<file path="src/rtl/mcr_pkg.sv">
// What this block does
// - Reset input clears all logic without clock
// - Transmit clock strobes derive from reference clock
// - Held in reset while lock input low
// - Attributes loaded at power-up and reset
// - True attribute is 1, false is 0
// - Mode attributes fixed after loading
// - Other attributes are host-rewritable register defaults
// - Host registers reachable only when host-enabled
// - Both enabled: serial management follows register bit
// - Transmit client width 16 or 8
// - Receive client width 16 or 8
// - No select true gives MII/GMII mode
// - Select reduced, serial or fiber interface
// - Speed pattern picks 1000, 100, 10
package mcr_pkg;

    // ********************************
    // Register map
    // ********************************
    localparam int MCR_ADR_W = 4;
    localparam logic [MCR_ADR_W-1:0] MCR_REG_MODE = 4'h0;
    localparam logic [MCR_ADR_W-1:0] MCR_REG_MGMT = 4'h4;
    localparam logic [MCR_ADR_W-1:0] MCR_REG_STAT = 4'h8;

    // Mode register fields
    localparam int MCR_MODE_HOST = 0;
    localparam int MCR_MODE_MDIO_ATTR = 1;
    localparam int MCR_MODE_TXW = 2;
    localparam int MCR_MODE_RXW = 3;
    localparam int MCR_MODE_PHY_LO = 4;
    localparam int MCR_MODE_SPD_LO = 30;
    // Management register field
    localparam int MCR_MGMT_MDIO = 6;
    // Status register fields
    localparam int MCR_STAT_LOCK = 0;
    localparam int MCR_STAT_RUN = 1;
    localparam int MCR_STAT_SEL_FAULT = 2;
    localparam int MCR_STAT_SPD_FAULT = 3;

    localparam logic [31:0] MCR_ZERO_WORD = 32'h0000_0000;

    // ********************************
    // Speed codes and dividers
    // ********************************
    localparam logic [1:0] MCR_SPD_10 = 2'h0;
    localparam logic [1:0] MCR_SPD_100 = 2'h1;
    localparam logic [1:0] MCR_SPD_1000 = 2'h2;
    localparam logic [1:0] MCR_SPD_NA = 2'h3;
    localparam int MCR_DIV_100 = 5;
    localparam int MCR_DIV_10 = 50;
    localparam int MCR_DIV_W = 6;

    // ********************************
    // Types
    // ********************************
    typedef struct packed {
        logic host_interface_enable_attr;
        logic mgmt_serial_enable_attr;
        logic tx_wide_client_attr;
        logic rx_wide_client_attr;
        logic reduced_gig_if_select_attr;
        logic serial_gig_if_select_attr;
        logic fiber_gig_if_select_attr;
        logic speed_msb_attr;
        logic speed_lsb_attr;
    } mcr_attr_t;

    typedef enum logic [3:0] {
        MCR_PHY_MII_GMII = 4'h1,
        MCR_PHY_REDUCED = 4'h2,
        MCR_PHY_SERIAL = 4'h4,
        MCR_PHY_FIBER = 4'h8
    } mcr_phy_t;

    typedef struct packed {
        logic host_en;
        logic mdio_attr;
        logic tx_wide;
        logic rx_wide;
        mcr_phy_t phy;
    } mcr_mode_t;

    typedef enum logic [2:0] {
        MCR_ST_HOLD = 3'h1,
        MCR_ST_LOAD = 3'h2,
        MCR_ST_RUN = 3'h4
    } mcr_state_t;

endpackage

</file>
<file path="src/rtl/mcr_reset_sync.sv">
`timescale 1ns/1ps
`default_nettype none
module mcr_reset_sync
    import mcr_pkg::*;
(
    input wire logic sys_clk, // System clock
    input wire logic clk_en, // Freezes state when low
    input wire logic async_rst, // Reset request, any time
    output logic sync_rst // Asserts at once, releases on clock
);
    logic stage1;

    always_ff @(posedge sys_clk or posedge async_rst) begin
        if (async_rst) begin
            stage1 <= 1'b1;
            sync_rst <= 1'b1;
        end else if (clk_en) begin
            stage1 <= 1'b0;
            sync_rst <= stage1;
        end
    end
endmodule
`default_nettype wire

</file>
<file path="src/rtl/mcr_tx_clk_div.sv">
`timescale 1ns/1ps
`default_nettype none
module mcr_tx_clk_div
    import mcr_pkg::*;
(
    input wire logic sys_clk, // System clock
    input wire logic rst, // Core reset
    input wire logic clk_en, // Freezes state when low
    input wire logic ref_clk_in, // Sampled reference clock level
    input wire logic [1:0] speed, // Selected speed code
    output logic tx_strobe // One pulse per derived clock period
);
    logic ref_q1;
    logic ref_q2;
    logic ref_q3;
    logic ref_rise;
    logic [MCR_DIV_W-1:0] cnt;
    logic [MCR_DIV_W-1:0] last;

    assign ref_rise = ref_q2 & ~ref_q3;

    always_comb begin
        unique case (speed)
            MCR_SPD_100: last = MCR_DIV_W'(MCR_DIV_100 - 1);
            MCR_SPD_10: last = MCR_DIV_W'(MCR_DIV_10 - 1);
            default: last = '0;
        endcase
    end

    always_ff @(posedge sys_clk or posedge rst) begin
        if (rst) begin
            ref_q1 <= 1'b0;
            ref_q2 <= 1'b0;
            ref_q3 <= 1'b0;
        end else if (clk_en) begin
            ref_q1 <= ref_clk_in;
            ref_q2 <= ref_q1;
            ref_q3 <= ref_q2;
        end
    end

    // Counts reference edges and pulses once per divided period
    always_ff @(posedge sys_clk or posedge rst) begin
        if (rst) begin
            cnt <= '0;
            tx_strobe <= 1'b0;
        end else if (clk_en) begin
            tx_strobe <= 1'b0;
            if (ref_rise) begin
                if (cnt >= last) begin
                    cnt <= '0;
                    tx_strobe <= 1'b1;
                end else begin
                    cnt <= cnt + MCR_DIV_W'(1);
                end
            end
        end
    end
endmodule
`default_nettype wire

</file>
<file path="src/rtl/mcr_top.sv">
`timescale 1ns/1ps
`default_nettype none
module mcr_top
    import mcr_pkg::*;
(
    input wire logic sys_clk, // System clock, 200 MHz
    input wire logic reset, // Asynchronous reset, active high
    input wire logic clk_en, // Freezes all state when low
    input wire logic gigabit_tx_ref_clock, // Transmit reference, sampled
    input wire logic clock_lock_in, // Clock lock, high when stable
    input wire mcr_attr_t attr, // Configuration attributes
    input wire logic wb_cyc_i, // Bus cycle
    input wire logic wb_stb_i, // Bus strobe
    input wire logic wb_we_i, // Bus write enable
    input wire logic [MCR_ADR_W-1:0] wb_adr_i, // Byte address
    input wire logic [3:0] wb_sel_i, // Byte enables
    input wire logic [31:0] wb_dat_i, // Write data
    output logic [31:0] wb_dat_o, // Read data
    output logic wb_ack_o, // Bus acknowledge
    output logic mac_in_reset, // MAC core held in reset
    output logic mgmt_serial_active, // Management serial port enabled
    output logic tx_client_wide, // Transmit client path 16 bits
    output logic rx_client_wide, // Receive client path 16 bits
    output mcr_phy_t phy_mode, // Physical interface mode
    output logic [1:0] speed_sel, // Speed code in use
    output logic tx_clk_strobe, // Derived transmit clock pulse
    output logic config_fault // Illegal attribute combination
);
    // ********************************
    // Reset generation
    // ********************************
    logic hold_rst;
    logic core_rst;

    assign hold_rst = reset | ~clock_lock_in;

    mcr_reset_sync u_rst (
        .sys_clk(sys_clk),
        .clk_en(clk_en),
        .async_rst(hold_rst),
        .sync_rst(core_rst)
    );

    // ********************************
    // Decoding functions
    // ********************************
    function automatic logic [1:0] speed_of(input logic msb, input logic lsb);
        return {msb, lsb};
    endfunction

    function automatic logic reg_hit(input logic [MCR_ADR_W-1:0] adr, input logic [MCR_ADR_W-1:0] ofs);
        return adr == ofs;
    endfunction

    // ********************************
    // Load sequence
    // ********************************
    mcr_state_t state;
    mcr_state_t next_state;
    mcr_mode_t mode;
    logic sel_fault;
    logic spd_fault;
    logic [1:0] speed_reg;
    logic mdio_bit;
    logic [2:0] sel_vec;
    mcr_phy_t next_phy;

    assign sel_vec = {attr.reduced_gig_if_select_attr, attr.serial_gig_if_select_attr,
                      attr.fiber_gig_if_select_attr};

    always_comb begin
        unique case (state)
            MCR_ST_HOLD: next_state = MCR_ST_LOAD;
            MCR_ST_LOAD: next_state = MCR_ST_RUN;
            MCR_ST_RUN: next_state = MCR_ST_RUN;
            default: next_state = MCR_ST_HOLD;
        endcase
    end

    // Conflicting selects fall back to MII/GMII
    always_comb begin
        unique case (sel_vec)
            3'h4: next_phy = MCR_PHY_REDUCED;
            3'h2: next_phy = MCR_PHY_SERIAL;
            3'h1: next_phy = MCR_PHY_FIBER;
            default: next_phy = MCR_PHY_MII_GMII;
        endcase
    end

    always_ff @(posedge sys_clk or posedge core_rst) begin
        if (core_rst) begin
            state <= MCR_ST_HOLD;
        end else if (clk_en) begin
            state <= next_state;
        end
    end

    // Mode attributes are captured once, only in the load state
    always_ff @(posedge sys_clk or posedge core_rst) begin
        if (core_rst) begin
            mode <= '{host_en: 1'b0, mdio_attr: 1'b0, tx_wide: 1'b0, rx_wide: 1'b0, phy: MCR_PHY_MII_GMII};
            sel_fault <= 1'b0;
        end else if (clk_en && state == MCR_ST_LOAD) begin
            mode.host_en <= attr.host_interface_enable_attr;
            mode.mdio_attr <= attr.mgmt_serial_enable_attr;
            mode.tx_wide <= attr.tx_wide_client_attr;
            mode.rx_wide <= attr.rx_wide_client_attr;
            mode.phy <= next_phy;
            sel_fault <= (sel_vec != 3'h0) && (next_phy == MCR_PHY_MII_GMII);
        end
    end

    // ********************************
    // Host registers
    // ********************************
    logic bus_req;
    logic wr_mode;
    logic wr_mgmt;
    logic [31:0] mode_word;
    logic [31:0] mgmt_word;
    logic [31:0] stat_word;
    logic [31:0] next_rdata;

    assign bus_req = wb_cyc_i & wb_stb_i & ~wb_ack_o;
    // Writes land only when hosted and running
    assign wr_mode = bus_req & wb_we_i & mode.host_en & (state == MCR_ST_RUN)
                     & reg_hit(wb_adr_i, MCR_REG_MODE) & wb_sel_i[3];
    assign wr_mgmt = bus_req & wb_we_i & mode.host_en & (state == MCR_ST_RUN)
                     & reg_hit(wb_adr_i, MCR_REG_MGMT) & wb_sel_i[0];

    // Register defaults come from attributes at load; host may rewrite later
    always_ff @(posedge sys_clk or posedge core_rst) begin
        if (core_rst) begin
            speed_reg <= MCR_SPD_10;
            mdio_bit <= 1'b0;
            spd_fault <= 1'b0;
        end else if (clk_en) begin
            if (state == MCR_ST_LOAD) begin
                speed_reg <= speed_of(attr.speed_msb_attr, attr.speed_lsb_attr);
                mdio_bit <= attr.mgmt_serial_enable_attr;
                spd_fault <= speed_of(attr.speed_msb_attr, attr.speed_lsb_attr) == MCR_SPD_NA;
            end else begin
                if (wr_mode) begin
                    speed_reg <= wb_dat_i[MCR_MODE_SPD_LO+1:MCR_MODE_SPD_LO];
                    spd_fault <= wb_dat_i[MCR_MODE_SPD_LO+1:MCR_MODE_SPD_LO] == MCR_SPD_NA;
                end
                if (wr_mgmt) begin
                    mdio_bit <= wb_dat_i[MCR_MGMT_MDIO];
                end
            end
        end
    end

    always_comb begin
        mode_word = MCR_ZERO_WORD;
        mode_word[MCR_MODE_HOST] = mode.host_en;
        mode_word[MCR_MODE_MDIO_ATTR] = mode.mdio_attr;
        mode_word[MCR_MODE_TXW] = mode.tx_wide;
        mode_word[MCR_MODE_RXW] = mode.rx_wide;
        mode_word[MCR_MODE_PHY_LO+3:MCR_MODE_PHY_LO] = mode.phy;
        mode_word[MCR_MODE_SPD_LO+1:MCR_MODE_SPD_LO] = speed_reg;
        mgmt_word = MCR_ZERO_WORD;
        mgmt_word[MCR_MGMT_MDIO] = mdio_bit;
        stat_word = MCR_ZERO_WORD;
        stat_word[MCR_STAT_LOCK] = clock_lock_in;
        stat_word[MCR_STAT_RUN] = state == MCR_ST_RUN;
        stat_word[MCR_STAT_SEL_FAULT] = sel_fault;
        stat_word[MCR_STAT_SPD_FAULT] = spd_fault;
    end

    // Disabled host interface reads as zero; unmapped addresses too
    always_comb begin
        next_rdata = MCR_ZERO_WORD;
        if (mode.host_en) begin
            if (reg_hit(wb_adr_i, MCR_REG_MODE)) begin
                next_rdata = mode_word;
            end else if (reg_hit(wb_adr_i, MCR_REG_MGMT)) begin
                next_rdata = mgmt_word;
            end else if (reg_hit(wb_adr_i, MCR_REG_STAT)) begin
                next_rdata = stat_word;
            end
        end
    end

    always_ff @(posedge sys_clk or posedge core_rst) begin
        if (core_rst) begin
            wb_ack_o <= 1'b0;
            wb_dat_o <= MCR_ZERO_WORD;
        end else if (clk_en) begin
            wb_ack_o <= bus_req;
            if (bus_req && !wb_we_i) begin
                wb_dat_o <= next_rdata;
            end
        end
    end

    // ********************************
    // Mode outputs
    // ********************************
    logic [1:0] speed_eff;

    // Unused speed pattern runs as gigabit
    assign speed_eff = (speed_reg == MCR_SPD_NA) ? MCR_SPD_1000 : speed_reg;

    always_ff @(posedge sys_clk or posedge core_rst) begin
        if (core_rst) begin
            mac_in_reset <= 1'b1;
            mgmt_serial_active <= 1'b0;
            tx_client_wide <= 1'b0;
            rx_client_wide <= 1'b0;
            phy_mode <= MCR_PHY_MII_GMII;
            speed_sel <= MCR_SPD_10;
            config_fault <= 1'b0;
        end else if (clk_en) begin
            mac_in_reset <= next_state != MCR_ST_RUN;
            if (mode.host_en) begin
                mgmt_serial_active <= mode.mdio_attr & mdio_bit;
            end else begin
                mgmt_serial_active <= mode.mdio_attr;
            end
            tx_client_wide <= mode.tx_wide;
            rx_client_wide <= mode.rx_wide;
            phy_mode <= mode.phy;
            speed_sel <= speed_eff;
            config_fault <= sel_fault | spd_fault;
        end
    end

    // ********************************
    // Transmit clock derivation
    // ********************************
    mcr_tx_clk_div u_div (
        .sys_clk(sys_clk),
        .rst(core_rst),
        .clk_en(clk_en),
        .ref_clk_in(gigabit_tx_ref_clock),
        .speed(speed_eff),
        .tx_strobe(tx_clk_strobe)
    );
endmodule
`default_nettype wire

</file>
<file path="config.mk">
export PLATFORM = sky130hd
export DESIGN_NAME = mcr_top
export DESIGN_NICKNAME = d
export VERILOG_FILES = /design/src/rtl/mcr_pkg.sv /design/src/rtl/mcr_reset_sync.sv /design/src/rtl/mcr_tx_clk_div.sv /design/src/rtl/mcr_top.sv
export SDC_FILE = /design/constraint.sdc
export NUM_CORES = 1
export LEC_CHECK = 0
export ABC_AREA = 0
export BUFFER_PORTS_ARGS = -buffer_cell sky130_fd_sc_hd__buf_2
export CORE_MARGIN = 4
export CORE_UTILIZATION = 48
export DETAILED_ROUTE_END_ITERATION = 16
export GPL_TIMING_DRIVEN = 1
export PLACE_DENSITY = 0.8
export SLEW_MARGIN = 30
export SYNTH_ARGS = -nofsm -noshare
export SYNTH_HDL_FRONTEND = slang
export SYNTH_SLANG_ARGS = --single-unit
</file>
<file path="constraint.sdc">
create_clock -name sys_clk -period 1.68 [get_ports sys_clk]
set_clock_uncertainty 0.05 [all_clocks]
set_input_delay 0.084 -clock sys_clk [delete_from_list [all_inputs] [get_ports sys_clk]]
set_output_delay 0.084 -clock sys_clk [all_outputs]
set_load 0.02 [all_outputs]
</file>
* Word-level counts from Yosys, hierarchy flattened *
Index checks and enable logic that the tools add are counted.

storage, ports and cells
  output and inout port bits = 45
  word-level logic and storage cells = 90
  flip-flop bits (word level) = 72
  input port bits = 57

operators by class
  mux-type cells = 18
  $lt $le $gt $ge = 1
  bitwise operators = 16
  reductions and logical operators = 14
  add/sub/neg operators = 1
  equal/unequal tests = 14

operators by type and width
  operator               count
  $mux W32               2
  $pmux W4 S3            1
  $pmux W6 S2            1
  $and A1 B1 Y1          11
  $reduce_and A2 Y1      4
  $mux W1                7
  $mux W7                1
  $add A6 B1 Y6 const B  1
  $eq A2 B2 Y1 const B   3
  $eq A3 B1 Y1 const B   2
  $eq A3 B2 Y1 const B   2
  $eq A3 B3 Y1 const B   2
  $ge A6 B6 Y1           1
  $mux W2                3
  $mux W6                1
  $pmux W3 S2            1
  $eq A4 B1 Y1 const B   1
  $eq A4 B3 Y1 const B   1
  $eq A4 B4 Y1 const B   1
  $logic_not A4 Y1       1
  $mux W4                1
  $reduce_bool A2 Y1     2
  $logic_and A1 B1 Y1    3
  $ne A3 B3 Y1 const B   1
  7 further kinds        10

* Depth between registers and ports, before layout *
  depth after elaboration = 9
  depth in mapped cells = 7
  depth with buffers taken out = 7

* By module *
From an unflattened synthesis, not the netlist that was laid out.

second synthesis, totals
  cells, all modules = 235
  area total of the unflattened synthesis = 2,560.0 um^2

modules (own cells, without submodules)
  module          seq. area each (um^2)  instances  cells each  area an instance (um^2)
  mcr_top         955.9                  1          171         1,909.3
  mcr_tx_clk_div  250.2                  1          59          570.5
  mcr_reset_sync  52.6                   1          5           80.1

* Least setup slack after synthesis *
OpenSTA, ideal clock, no wires.

  path type = register to register
  from = reg speed_reg[1]
  to = reg u_div.cnt[5]
  path slack = -0.273 ns
  data arrival time = 1.788 ns
  cell stages (with the launch flop) = 8
  clock period less this slack = 1.953 ns
  path buffers = 0
  library setup time = 0.116 ns
  required time = 1.514 ns
  cell sequence = dfrtp_1 -> or2_2 -> inv_1 -> ha_1 -> nor3b_1 -> o221a_2 -> nand2b_1 -> o311ai_0

on the way
  cells in the longest elaborated chain, start to end = 6
  elaborated cells on any way between the ends = 7
  those cells by class = order compare (1); eq/ne (2); mux (3); reduce/logical (1)

ends and longest elaborated chain
  item                                              RTL line              source
  start: declaration                                mcr_top.sv:63         logic [1:0] speed_reg;
  start signal: assignment                          mcr_top.sv:139        speed_reg <= speed_of(attr.speed_msb_attr, attr.speed_lsb_attr);
  start signal: assignment                          mcr_top.sv:144        speed_reg <= wb_dat_i[MCR_MODE_SPD_LO+1:MCR_MODE_SPD_LO];
  $eq A2 B2 Y1                                      mcr_top.sv:203        assign speed_eff = (speed_reg == MCR_SPD_NA) ? MCR_SPD_1000 : speed_reg;
  $mux W2 (*)                                       mcr_top.sv:203
  $eq A2 B1 Y1 or $logic_not A2 Y1 (tied branches)  mcr_tx_clk_div.sv:23  unique case (speed)
  $pmux W6 S2 (*)                                   mcr_tx_clk_div.sv:23
  $ge A6 B6 Y1 (*)                                  mcr_tx_clk_div.sv:50  if (cnt >= last) begin
  $mux W6 (*)                                       mcr_tx_clk_div.sv:50
  end signal: assignment                            mcr_tx_clk_div.sv:54  cnt <= cnt + MCR_DIV_W'(1);
  end: declaration                                  mcr_tx_clk_div.sv:17  logic [MCR_DIV_W-1:0] cnt;

Mark *: on every way between the ends. The rest lies on a longest branch, timed or not.
A chain may end at the register's enable or synchronous reset.

* Worst setup path in the final report *
  from = reg speed_reg[0]
  to = reg u_div.cnt[5]

Same word-level chain as after synthesis.

==> Implementation_results.wiki <==
{| class="wikitable"
! Metric !! Value
|-
| Worst Path Required || 1.83 ns
|-
| Layout overhead on the synthesized area || 33.0%
|-
| Number of synthesized flops with an enable pin || 0
|-
| Worst setup path startpoint || speed_reg[0]
|-
| First-pass iteration count of the detailed router || 4
|-
| Worst reg2reg setup slack || -0.17 ns
|-
| Count of buffers from port buffering || 48
|-
| DRC violation count after routing || 0
|-
| Clk Latency, worst-skew pair || 0.30 ns
|-
| Part of the total power dissipated in sequential elements || 47.5%
|-
| Power share of the clock group || 29.1%
|-
| Cts bufs inserted || 5
|-
| Leakage power || 1.63 nW
|-
| Cell with the largest stage delay on the worst path || sky130_fd_sc_hd__dfrtp_1
|-
| Critical Path Sink Type || register
|-
| Final standard cell count with taps included and fillers excluded || 386
|-
| Sw frac || 28.7%
|-
| Maximum level of the CTS H-tree || 2
|-
| Synthesis-stage register bit count || 50
|-
| CTS clock-pin slew for the worst setup and hold paths || 0.09 ns
|-
| Critical-path cell list || or2_4 -> inv_2 -> ha_4 -> nor3b_4 -> o221a_4 -> buf_6 -> nand3_2 -> o311ai_4
|-
| Post-synthesis instance area || 0.00247 mm^2
|-
| Most used flip-flop cell after synthesis || sky130_fd_sc_hd__dfrtp_1
|-
| Diodes inserted || 0
|-
| I/O pin count || approximately 100
|-
| Routed wire per std cell || 14.5 um
|-
| Largest net degree at the start of global routing || 41
|-
| Category of the worst setup path launch point || register
|-
| Failing checks || negative setup slack
|-
| Global-route congestion overflow total || 0
|-
| Sequential element share of the synthesized area || 50.9%
|-
| Fraction of layout cells with a size suffix above 1 || 43.6%
|-
| Highest attainable clock frequency || ~540 MHz
|-
| Reg area || 0.00126 mm^2
|-
| Number of standard-cell rows in the floorplan || 25
|-
| Depth of the worst register-to-register path || 8
|-
| Part of the power in combinational logic || 23.4%
|-
| Register ranked first by flip-flop count || wb_dat_o
|-
| Detail-routed via count per cell || 4.99
|-
| Outcome || finished, violations left
|-
| Placeable core area || ~0.0048 mm^2
|-
| GR Util All Layers || 18.7%
|-
| Fin Setup TNS || -1.09 ns
|-
| Number of antenna violations at the first check in global routing || 0
|-
| Cell Count Post-Placement || 364
|-
| Final max-slew violation count || 0
|-
| Number of hold violations in the final report || 0
|-
| Vias post-DR || between 1,500 and 2,000
|-
| Number of standard cells after synthesis || 232
|-
| Master cell of the clock root buffer || sky130_fd_sc_hd__clkbuf_8
|-
| Proportion of netlist area held by the largest area contributor || between 40% and 50%
|-
| Die Footprint || 0.00637 mm^2
|-
| Startpoint of the worst-slack reg-to-reg timing path || speed_reg[0]
|-
| Number of setup violations in the final report || 11
|-
| Die H || 79.8 um
|-
| Multi-input gate area in the final layout || 0.00120 mm^2
|-
| Cell type contributing the most total cell area after synthesis || sky130_fd_sc_hd__dfrtp_1
|-
| Number of nets in the layout || 380
|-
| Post-synthesis area per instance || approximately 11 um^2
|-
| Power after layout || 2.86 mW
|-
| Delay of the slowest cell on the worst path || 0.40 ns
|-
| Total of warnings raised by yosys || 0
|-
| Antenna viol nets, final || 0
|-
| Final setup slack of the worst path || -0.173 ns
|-
| Number of buffers on the longest clock path || 2
|-
| CP Class || register to register
|-
| Worst path buffer plus inverter count || 2
|-
| Switching component of the power || 0.823 mW
|-
| End of the worst register-to-register path || u_div.cnt[5]
|-
| Share of synthesized registers carrying an async set or reset || 100%
|-
| Number of unique standard cell types used by synthesis || 40
|-
| Peak supply drop || 0.616 mV
|-
| Setup repair after global routing missed its margin || true
|-
| TritonCTS clock tree || done
|-
| Levels on crit path || 8
|-
| Detailed Route Iter0 Violations || 86
|-
| Placer Congestion || ~0.85
|-
| Filler instances || 359
|-
| Sink Count || 50
|-
| DP Wirelength || about 4000 um
|-
| Max reg flops || 10
|-
| Maxcap violations || 0
|-
| Min-Delay Path Class || input port to register
|-
| Total routed wirelength || 5580 um
|-
| Top cell family by delay on the critical path || simple AND/OR/NAND/NOR gates
|-
| Worst path arrival time || 2.01 ns
|-
| Dpl ws || -0.147 ns
|-
| Min Tclk post-route || 1.85 ns
|-
| Crit path capture || u_div.cnt[5]
|-
| Top area cells in the synthesized netlist || sky130_fd_sc_hd__dfrtp_1 (45%), sky130_fd_sc_hd__mux2_2 (8.2%), sky130_fd_sc_hd__buf_4 (6.7%), sky130_fd_sc_hd__dfstp_2 (6.4%), sky130_fd_sc_hd__nand2_1 (3.5%)
|-
| Floorplan die width || 79.8 um
|-
| Starting density of the core || 51.0%
|-
| Power Dens Cells || 870 mW/mm^2
|-
| Worst hold slack || 0.0326 ns
|-
| Largest registers in the final layout || wb_dat_o (10), mode (8), u_div.cnt (6)
|-
| Internal || 2.04 mW
|-
| Number of global-route vias before repair || 2,003
|-
| Biggest fanout along the worst timing path || 5
|-
| Ratio of final minimum period to clock period || 110%
|-
| Global-route wire length before repair || ~9000 um
|}
[placed cells by master, fill, tap and decap left out, types with 3 or more instances in the layout]
cell / n
sky130_fd_sc_hd__o21ai_0: 9
sky130_fd_sc_hd__nand3_2: 3
sky130_fd_sc_hd__nand2b_1: 4
sky130_fd_sc_hd__nand2_1: 22
sky130_fd_sc_hd__nor2_1: 8
sky130_fd_sc_hd__dfrtp_1: 42
sky130_fd_sc_hd__clkbuf_8: 5
sky130_fd_sc_hd__mux2i_1: 5
sky130_fd_sc_hd__mux2_4: 4
sky130_fd_sc_hd__a21oi_1: 6
sky130_fd_sc_hd__buf_4: 29
sky130_fd_sc_hd__buf_2: 48
sky130_fd_sc_hd__o31ai_1: 5
sky130_fd_sc_hd__mux2_2: 17
sky130_fd_sc_hd__a22o_1: 5
sky130_fd_sc_hd__dlygate4sd3_1: 9
sky130_fd_sc_hd__o22ai_1: 3
sky130_fd_sc_hd__ha_4: 3
sky130_fd_sc_hd__inv_1: 14
sky130_fd_sc_hd__nor2b_1: 3
sky130_fd_sc_hd__dfstp_2: 6
sky130_fd_sc_hd__nor3_1: 4
sky130_fd_sc_hd__conb_1: 22
sky130_fd_sc_hd__nand3_1: 3
[layer usage]
metal | vias to the layer above | global-route usage, % | wire length, um
li1 | 933 | - | -
met1 | 921 | 22.6 | 2410
met2 | 61 | 31.3 | 2770
met3 | 11 | 5.08 | 279
met4 | 0 | 7.94 | 110
met5 | - | 0 | 0
[Yosys cell counts, types with 4 or more instances]
library cell	instances
sky130_fd_sc_hd__buf_4	22
sky130_fd_sc_hd__clkbuf_1	5
sky130_fd_sc_hd__o21ai_0	13
sky130_fd_sc_hd__mux2i_1	5
sky130_fd_sc_hd__o31ai_1	6
sky130_fd_sc_hd__nand3_1	6
sky130_fd_sc_hd__nand2_1	23
sky130_fd_sc_hd__inv_1	16
sky130_fd_sc_hd__a21oi_1	7
sky130_fd_sc_hd__a22o_1	5
sky130_fd_sc_hd__nor3_1	4
sky130_fd_sc_hd__nor2_1	8
sky130_fd_sc_hd__ha_1	5
sky130_fd_sc_hd__mux2_2	18
sky130_fd_sc_hd__dfstp_2	6
sky130_fd_sc_hd__nand2b_1	5
sky130_fd_sc_hd__dfrtp_1	44
[worst min-delay path: cells and delay by family]
kind / cells / cell delay (ns)
buffers and inverters: 2 / 0.18
AOI/OAI and AO/OA: 1 / 0.07
[cell type report]
type,count,share of cell area (%)
flip-flops and latches,50,38.3
multi-input cells,157,36.5
repair buffers,88,17.3
well taps,67,2.55
clock buffers,6,2.21
inverters,16,1.94
clock inverters,2,1.14
[power by group through the flow]
stage	combinational (mW)	clock (mW)	sequential (mW)
finish	0.670	0.832	1.36
CTS	0.562	0.853	1.35
detailed placement	0.476	0	1.37
global route	0.738	0.913	1.37
global placement	0.455	0	1.36
floorplan	0.343	0	1.37
[cells by family (layout without fill, tap and decap cells)]
kind of cell,after synthesis,in the layout,share of synthesized area (%)
mux,26,26,11.6
other cells,1,22,0.152
compound gates,43,43,11.6
xor+xnor,2,2,0.708
fa+ha+maj,5,5,2.53
flops,50,50,50.9
simple gates,59,59,12.1
buf+inv,46,112,10.4
[worst min path at each step]
stage	slack (ns)	endpoint	startpoint	cells after the start
CTS	0.02	mode[2]	attr[3]	3
detailed placement	0.14	mgmt_serial_active	u_rst.sync_rst	1
finish	0.03	mode[2]	attr[3]	3
floorplan	0.04	u_rst.stage1	reset	1
global placement	0.13	mgmt_serial_active	u_rst.sync_rst	1
global route	0.04	mode[2]	attr[3]	3
[timing repair]
action / CTS / global route
resized for setup: 14 / 14
hold endpoints to repair: 8 / 0
endpoints found under the setup margin: 11 / 15
pin swaps: 7 / 8
hold buffers: 9 / 0
setup buffers: 4 / 1
[per-stage QoR]
stage / area (um^2) / utilization, %
floorplan: 2590 / -
detailed placement: 2910 / 60.0
global placement: 2910 / 60.0
global route: 3290 / 67.8
CTS: 3200 / 66.0
finish: 3290 / 67.8
(Power assumes the default switching activity.)
